==> src/pkg/dsl_pkg.sv <==
// Constants shared by the serial load port of the dual DAC.
// Notes on behaviour
// RQ1: Load strobe falling edge updates DAC registers immediately.
// RQ2: Strobe held low, standalone: update on 16th edge.
// RQ3: Strobe held low, daisy-chain: update at frame end.
// RQ4: After reset, sample input on falling clock edges.
// RQ5: Control word may select rising edge as active.
// RQ6: Words are 16 bits, one bit per active edge.
// RQ7: Serial output changes on the opposite clock edge.
// RQ8: Shifted data passes out for cascading devices.
// RQ9: Readback word puts DAC register on serial output.
// RQ10: Readback bits leave on next 16 opposite edges.
// RQ11: Frame select low enables shifting; high idles.
// RQ12: Standalone mode latches word on 16th active edge.
// RQ13: Clear input resets registers to zero or midscale.
package dsl_pkg;
  localparam int         WORD_W       = 16;
  localparam int         CODE_W       = 12;
  localparam int         CNT_W        = 5;
  localparam int         BUF_DEPTH    = 2;
  // Command field sits in the top nibble of each word.
  localparam int         CMD_MSB      = 15;
  localparam int         CMD_LSB      = 12;
  localparam logic [3:0] CMD_LOAD_A   = 4'h1;
  localparam logic [3:0] CMD_LOAD_B   = 4'h2;
  localparam logic [3:0] CMD_READ_A   = 4'h3;
  localparam logic [3:0] CMD_READ_B   = 4'h4;
  localparam logic [3:0] CMD_CONFIG   = 4'hd;
  // Configuration word bit positions.
  localparam int         CFG_RISING   = 0;
  localparam int         CFG_DAISY    = 1;
  localparam int         CFG_MIDSCALE = 2;
  // Reset values, clear codes, last bit index and readback length.
  localparam logic       RST_RISING   = 1'b0;
  localparam logic       RST_DAISY    = 1'b0;
  localparam logic       RST_MIDSCALE = 1'b0;
  localparam logic [11:0] ZERO_CODE   = 12'h000;
  localparam logic [11:0] MID_CODE    = 12'h800;
  localparam logic [4:0] LAST_BIT     = 5'h0f;
  localparam logic [4:0] RB_BITS      = 5'h10;
endpackage : dsl_pkg

==> src/pkg/dsl_word_if.sv <==
// Valid and ready word channel between the port's own modules.
interface dsl_word_if #(parameter int W = 16);
  logic         valid;
  logic         ready;
  logic [W-1:0] data;
  modport src (output valid, output data, input ready);
  modport snk (input valid, input data, output ready);
endinterface : dsl_word_if

==> src/logic/dsl_serial_port.sv <==
// Serial load port of a dual DAC: shifter, decoder, DAC registers, readback.
module dsl_serial_port (
  input  wire logic                 ref_clk,           // System clock, 50 MHz.
  input  wire logic                 rst,               // Synchronous reset, active high.
  input  wire logic                 sclk_pin,          // Serial shift clock level.
  input  wire logic                 frame_n_pin,       // Frame select, active low.
  input  wire logic                 serial_in_pin,     // Serial data in.
  input  wire logic                 dac_load_strobe_n, // Load strobe, active low.
  input  wire logic                 clear_input_n,     // Clear, active low.
  input  wire logic                 core_ready,        // Converter core accepts words.
  output logic                      serial_out_pin,    // Serial data out.
  output logic [dsl_pkg::CODE_W-1:0] dac_a_code,       // DAC A register.
  output logic [dsl_pkg::CODE_W-1:0] dac_b_code,       // DAC B register.
  output logic                      edge_rising,       // Active edge is rising.
  output logic                      daisy_mode         // Daisy-chain mode selected.
);
  import dsl_pkg::*;

  logic              sclk_prev_reg, frame_prev_reg, dac_load_strobe_n_prev_reg;
  logic              rising_reg, daisy_reg, midscale_reg;
  logic [WORD_W-1:0] shift_reg;
  logic [CNT_W-1:0]  bit_cnt_reg;
  logic              chain_bit_reg;
  logic              pend_valid_reg;
  logic [WORD_W-1:0] pend_word_reg;
  logic [CODE_W-1:0] input_a_reg, input_b_reg, dac_a_reg, dac_b_reg;
  logic [WORD_W-1:0] rb_shift_reg;
  logic [CNT_W-1:0]  rb_cnt_reg;
  logic              out_reg;

  dsl_word_if #(.W(WORD_W)) fill_if ();
  dsl_word_if #(.W(WORD_W)) drain_if ();

  dsl_word_buffer #(.W(WORD_W), .DEPTH(BUF_DEPTH)) u_buf (
    .ref_clk (ref_clk),
    .rst     (rst),
    .wr      (fill_if),
    .rd      (drain_if)
  );

  // Edge detection on the clock, frame and strobe levels.
  wire sclk_rise    = sclk_pin && !sclk_prev_reg;
  wire sclk_fall    = !sclk_pin && sclk_prev_reg;
  wire active_edge  = rising_reg ? sclk_rise : sclk_fall;        // RQ4 RQ5
  wire opp_edge     = rising_reg ? sclk_fall : sclk_rise;        // RQ7
  wire in_frame     = !frame_n_pin;                              // RQ11
  wire frame_end    = frame_n_pin && !frame_prev_reg;
  wire dac_load_strobe_n_fall    = !dac_load_strobe_n && dac_load_strobe_n_prev_reg;
  wire clearing     = !clear_input_n;
  wire shift_now    = in_frame && active_edge && !clearing;      // RQ6
  wire last_bit     = (bit_cnt_reg == LAST_BIT);
  wire sa_latch     = !daisy_reg && shift_now && last_bit;       // RQ12 RQ2
  wire dc_latch     = daisy_reg && frame_end && !clearing;       // RQ3
  wire latch_now    = sa_latch || dc_latch;
  wire [WORD_W-1:0] shifted    = {shift_reg[WORD_W-2:0], serial_in_pin};
  wire [WORD_W-1:0] latch_word = sa_latch ? shifted : shift_reg;
  wire [CODE_W-1:0] clear_code = midscale_reg ? MID_CODE : ZERO_CODE;

  // Decoding of the word leaving the buffer.
  wire              pop      = drain_if.valid && drain_if.ready;
  wire [3:0]        cmd      = drain_if.data[CMD_MSB:CMD_LSB];
  wire [CODE_W-1:0] code     = drain_if.data[CODE_W-1:0];
  wire              ld_a     = pop && cmd == CMD_LOAD_A;
  wire              ld_b     = pop && cmd == CMD_LOAD_B;
  wire              rd_a     = pop && cmd == CMD_READ_A;        // RQ9
  wire              rd_b     = pop && cmd == CMD_READ_B;        // RQ9
  wire              cfg_wr   = pop && cmd == CMD_CONFIG;
  wire              auto_upd = !dac_load_strobe_n;              // RQ2 RQ3
  wire [CODE_W-1:0] in_a_next  = clearing ? clear_code : (ld_a ? code : input_a_reg);
  wire [CODE_W-1:0] in_b_next  = clearing ? clear_code : (ld_b ? code : input_b_reg);
  // A strobe edge moves the held inputs; a held-low strobe moves fresh loads.
  wire [CODE_W-1:0] dac_a_next = clearing ? clear_code :
                                 (ld_a && auto_upd) ? code :
                                 dac_load_strobe_n_fall ? input_a_reg : dac_a_reg;      // RQ1
  wire [CODE_W-1:0] dac_b_next = clearing ? clear_code :
                                 (ld_b && auto_upd) ? code :
                                 dac_load_strobe_n_fall ? input_b_reg : dac_b_reg;      // RQ1
  wire [WORD_W-1:0] rb_word    = {{(WORD_W-CODE_W){1'b0}}, rd_a ? dac_a_reg : dac_b_reg};

  assign drain_if.ready = core_ready;
  assign fill_if.valid  = pend_valid_reg;
  assign fill_if.data   = pend_word_reg;

  assign serial_out_pin = out_reg;
  assign dac_a_code     = dac_a_reg;
  assign dac_b_code     = dac_b_reg;
  assign edge_rising    = rising_reg;
  assign daisy_mode     = daisy_reg;

  // Previous levels for edge detection. The strobe history starts low, so a strobe held low
  // through reset gives no false load edge on the first cycle after release.
  always_ff @(posedge ref_clk) begin
    if (rst) begin
      sclk_prev_reg  <= 1'b0;
      frame_prev_reg <= 1'b1;
      dac_load_strobe_n_prev_reg  <= 1'b0;
    end else begin
      sclk_prev_reg  <= sclk_pin;
      frame_prev_reg <= frame_n_pin;
      dac_load_strobe_n_prev_reg  <= dac_load_strobe_n;
    end
  end

  // Input shifter and bit counter; an idle frame holds the count at zero.
  always_ff @(posedge ref_clk) begin
    if (rst || clearing) begin
      shift_reg   <= '0;
      bit_cnt_reg <= '0;
    end else if (!in_frame) begin
      bit_cnt_reg <= '0;                                          // RQ11
    end else if (shift_now) begin
      shift_reg   <= shifted;                                     // RQ6
      bit_cnt_reg <= last_bit ? '0 : bit_cnt_reg + 1'b1;          // RQ12
    end
  end

  // Chain bit follows the top of the shifter after each shift. A cascaded device then sees
  // each word exactly sixteen active edges later, not seventeen.
  always_ff @(posedge ref_clk) begin
    if (rst) begin
      chain_bit_reg <= 1'b0;
    end else if (shift_now) begin
      chain_bit_reg <= shifted[WORD_W-1];                         // RQ8
    end
  end

  // Pending word waits here while the buffer is full, so the shifter stalls no data.
  // A new word arriving in the same cycle as acceptance wins over the clear.
  always_ff @(posedge ref_clk) begin
    if (rst) begin
      pend_valid_reg <= 1'b0;
      pend_word_reg  <= '0;
    end else if (latch_now) begin
      pend_valid_reg <= 1'b1;
      pend_word_reg  <= latch_word;
    end else if (fill_if.ready) begin
      pend_valid_reg <= 1'b0;
    end
  end

  // Configuration word.
  always_ff @(posedge ref_clk) begin
    if (rst) begin
      rising_reg   <= RST_RISING;                                 // RQ4
      daisy_reg    <= RST_DAISY;
      midscale_reg <= RST_MIDSCALE;
    end else if (cfg_wr) begin
      rising_reg   <= drain_if.data[CFG_RISING];                  // RQ5
      daisy_reg    <= drain_if.data[CFG_DAISY];
      midscale_reg <= drain_if.data[CFG_MIDSCALE];                // RQ13
    end
  end

  // Input and DAC registers.
  always_ff @(posedge ref_clk) begin
    if (rst) begin
      input_a_reg <= ZERO_CODE;
      input_b_reg <= ZERO_CODE;
      dac_a_reg   <= ZERO_CODE;
      dac_b_reg   <= ZERO_CODE;
    end else begin
      input_a_reg <= in_a_next;                                   // RQ13
      input_b_reg <= in_b_next;
      dac_a_reg   <= dac_a_next;
      dac_b_reg   <= dac_b_next;
    end
  end

  // Serial output: readback bits take priority over pass-through chain data.
  always_ff @(posedge ref_clk) begin
    if (rst) begin
      rb_shift_reg <= '0;
      rb_cnt_reg   <= '0;
      out_reg      <= 1'b0;
    end else if (rd_a || rd_b) begin
      rb_shift_reg <= rb_word;                                    // RQ9
      rb_cnt_reg   <= RB_BITS;                                    // RQ10
    end else if (opp_edge) begin
      if (rb_cnt_reg != '0) begin
        out_reg      <= rb_shift_reg[WORD_W-1];                   // RQ10
        rb_shift_reg <= {rb_shift_reg[WORD_W-2:0], 1'b0};
        rb_cnt_reg   <= rb_cnt_reg - 1'b1;
      end else begin
        out_reg      <= chain_bit_reg;                            // RQ7 RQ8
      end
    end
  end
endmodule : dsl_serial_port

==> src/logic/dsl_word_buffer.sv <==
// Small word buffer with valid and ready on both sides.
module dsl_word_buffer #(
  parameter int W     = 16,
  parameter int DEPTH = 2
) (
  input wire logic ref_clk, // System clock.
  input wire logic rst,     // Synchronous reset, active high.
  dsl_word_if.snk  wr,      // Filling side.
  dsl_word_if.src  rd       // Draining side.
);
  import dsl_pkg::*;

  if (DEPTH != 2) begin : g_bad_depth
    $error("dsl_word_buffer supports a depth of two only.");
  end

  logic [W-1:0] mem_reg [DEPTH];
  logic         wr_ptr_reg;
  logic         rd_ptr_reg;
  logic [1:0]   count_reg;
  wire          push = wr.valid && wr.ready;
  wire          pop  = rd.valid && rd.ready;

  // Ready comes from the count register so a stalled drain holds off the filler.
  assign wr.ready = (count_reg != 2'(DEPTH));
  assign rd.valid = (count_reg != 2'h0);
  assign rd.data  = mem_reg[rd_ptr_reg];

  // One storage slot per entry; only the addressed slot loads.
  for (genvar i = 0; i < DEPTH; i++) begin : g_entry
    always_ff @(posedge ref_clk) begin
      if (push && wr_ptr_reg == 1'(i)) begin
        mem_reg[i] <= wr.data;
      end
    end
  end

  // Pointers and fill count.
  always_ff @(posedge ref_clk) begin
    if (rst) begin
      wr_ptr_reg <= 1'b0;
      rd_ptr_reg <= 1'b0;
      count_reg  <= 2'h0;
    end else begin
      wr_ptr_reg <= wr_ptr_reg ^ push;
      rd_ptr_reg <= rd_ptr_reg ^ pop;
      count_reg  <= count_reg + 2'(push) - 2'(pop);
    end
  end
endmodule : dsl_word_buffer

==> config.mk <==
export PLATFORM = sky130hd
export DESIGN_NAME = dsl_serial_port
export DESIGN_NICKNAME = d
export VERILOG_FILES = /design/src/pkg/dsl_pkg.sv /design/src/pkg/dsl_word_if.sv /design/src/logic/dsl_serial_port.sv /design/src/logic/dsl_word_buffer.sv
export SDC_FILE = /design/constraint.sdc
export NUM_CORES = 1
export LEC_CHECK = 0
export BUFFER_PORTS_ARGS = -buffer_cell sky130_fd_sc_hd__clkbuf_2
export CAP_MARGIN = 20
export CORE_MARGIN = 2
export CORE_UTILIZATION = 30
export DETAILED_ROUTE_END_ITERATION = 10
export GPL_TIMING_DRIVEN = 1
export PLACE_DENSITY = 0.49
export RECOVER_POWER = 100
export SYNTH_ARGS = -nofsm -noshare
export SYNTH_HDL_FRONTEND = slang
export SYNTH_HIERARCHICAL = 1
export SYNTH_SLANG_ARGS = --single-unit
==> constraint.sdc <==
create_clock -name ref_clk -period 2.8 [get_ports ref_clk]
set_clock_uncertainty 0.05 [all_clocks]
set_input_delay 0.14 -clock ref_clk [delete_from_list [all_inputs] [get_ports ref_clk]]
set_output_delay 0.14 -clock ref_clk [all_outputs]
set_load 0.02 [all_outputs]
==> results.txt <==
# IOs -> 35
First-pass GRT wire length -> 24000 um
Num rows -> 53
Design area -> 0.00727 mm^2
Final setup margin -> 0.268 ns
Lkg Pwr -> 2.57 nW
Fmax -> 395 MHz
Worst slew pin tran -> 1.80 ns
Fin nets -> 660
Chip width -> 149 um
Power Density -> 710 mW/mm^2
Setup TNS -> 0 ns
Net Count, Synth -> 638
Total Routed Length -> 15200 um
Max-cap violation count -> 1
Vias/cell -> 5.04
Post-CTS Setup Bufs -> 0
Initial Util -> 30.3%
Routed len/inst -> 16.3 um
Drt pass-1 iters -> 4
Post-placement setup slack -> 0.154 ns
Main synth FF type -> dfxtp_1
Final Slew Violations -> 38
Final antenna diode count -> 0
Netlist cell types -> 63
DP Area -> 0.00667 mm^2
Met1 WL -> 7130 um
PortBufs -> 34
Setup violations, final -> 0
DRC viols -> 0
Syn Area/Cell -> 10.1 um^2
Core box area -> 0.0208 mm^2
Tot GR Track Use -> 14.1%
Root Driver -> clkbuf_16
Crit path time final -> 2.53 ns
Share of layout cells above drive strength 1 -> 10.6%
H-tree depth -> 4
Num CTS Buffers -> 17
Post-route ant nets -> 0
Pin count of the biggest net entering global routing -> 43
RSZ-0062 raised after global routing -> no
Detail Placement HPWL -> 10500 um
DR iter-0 viols -> 224
Hold Fails Final Rpt -> 0
Ys async rst share -> 0%
Hold WS -> 0.0680 ns
DR top layer -> met4
Worst relative slew slack -> -19.9%
Cell count after synthesis -> 626
Ratio of final minimum period to clock period -> 90.4%
Clock Pin Slew Worst Setup and Hold Paths -> 0.06 ns
Die area -> 0.0222 mm^2
GP Congestion -> 0.903
Routed vias -> 4721
CTS tree -> done
FF+latch count, synth -> 151
Peak VDD IR -> 0.292 mV
Met3 WL -> 573 um
Ys Warns -> 6
CTS Sinks -> 151
Crit path kind -> reg -> reg
Nature of the critical path startpoint -> register
Total gr overflow -> 0
Clock latency on the worst-skew pair -> 0.42 ns
Post-synth EDFFs -> 32
Initial antenna violation count -> 0
Status -> complete, but fails checks
Netlist Area Pre-Place -> 0.00630 mm^2
Vias in the first global route -> 4478
Violated checks -> capacitance limit, slew limit
Max reg flops -> 32
Worst Hold Class -> in -> reg
Slack of the worst reg-to-reg path -> 0.27 ns
Final core utilization -> 34.9%
Crit. End Element -> register
Worst-case clock buffer depth -> 2
Chip height -> 149 um
Critical path peak fanout -> 11
P&R area growth vs syn -> 15.3%
Critical Path RT -> 3.10 ns
Met2 wire len -> 7110 um
Seq/Total Area, Yosys -> 53.0%
WP data arrival -> 2.83 ns
[worst max-delay path, cell delays in order, from the launching register on]
cell and delay (ns):
dfxtp_1 0.43, mux2_1 0.42, or3b_1 0.31, o21ai_1 0.16, a21oi_1 0.88, o2bb2ai_1 0.18
[per-stage QoR]
step	total power, mW	cells
finish	5.16	936
global route	5.37	936
CTS	5.23	936
detailed placement	2.89	901
global placement	2.86	901
floorplan	2.80	626
[repair_timing]
| item | CTS | global route |
|---|---|---|
| endpoints found under the hold margin | 6 | 0 |
| endpoints found under the setup margin | 0 | 1 |
| hold buffers | 3 | 0 |
| resized for setup | 0 | 1 |
[report_power, final]
group	switching (mW)	leakage, nW	total (mW)	internal [mW]
sequential	0.0714	1.29	2.37	2.30
combinational	0.286	0.983	0.471	0.184
clock	0.892	0.290	2.33	1.43
total	1.25	2.57	5.16	3.91
[final timing paths]
| check | cells after the start | to | startpoint |
|---|---|---|---|
| worst min register to register | 2 | input_a_reg[3] | input_a_reg[3] |
| worst min-delay path | 2 | input_b_reg[11] | clear_input_n |
| worst max-delay path | 5 | dac_a_code[5] | u_buf/rd_ptr_reg |
| worst max register to register | 5 | dac_a_code[5] | u_buf/rd_ptr_reg |
[cells by family after synthesis]
family / after synthesis / share of synthesized area [%]
AOI/OAI and AO/OA: 178 / 19.6
buffers and inverters: 52 / 3.89
DFF: 151 / 53.0
adders and majority gates: 4 / 0.794
and+or+nand+nor: 189 / 14.2
muxes: 46 / 7.64
xor gates and xnor gates: 6 / 0.834
[synthesized netlist by cell type, types with 7 or more instances]
cell       instances  area, um^2
a22oi_1           19         143
inv_1              9        33.8
o21ai_0           15        75.1
and3_1             8        50.1
a21oi_1           61         305
clkbuf_1          20        75.1
o31ai_1            8        60.1
nand2_1          100         375
o2bb2ai_1         23         201
dfxtp_1          119        2380
mux2_2            16         180
a211oi_1          22         165
nor2_1            33         124
mux2i_1           29         290
buf_2             18        90.1
nor2b_1            7        43.8
edfxtp_1          32         961
[cell usage in the layout, fill, tap and decap left out, drive strengths merged, types with 17 or more instances in the layout]
master   synthesis  routed
a211oi          23      23
a21oi           62      62
a22oi           19      19
clkbuf          21      61
dfxtp          119     119
edfxtp          32      32
mux2            17      17
mux2i           29      29
nand2          100     100
nor2            35      35
o21ai           18      18
o2bb2ai         23      23
[routing by layer]
layer  track usage, %  vias to the layer above
li1                 -                     2324
met5                0                        -
met2             22.9                       99
met3             3.70                       29
met4             6.52                        0
met1             17.6                     2269
[layout make-up]
class | instances | area, um^2
Fill cell | 2101 | 13600
Sequential cell | 151 | 3340
Multi-Input combinational cell | 423 | 2710
Clock buffer | 24 | 536
Tap cell | 275 | 344
Timing Repair Buffer | 46 | 224
Clock inverter | 8 | 82.6
Inverter | 9 | 33.8
Note: power is estimated with default switching activity, not from simulation.
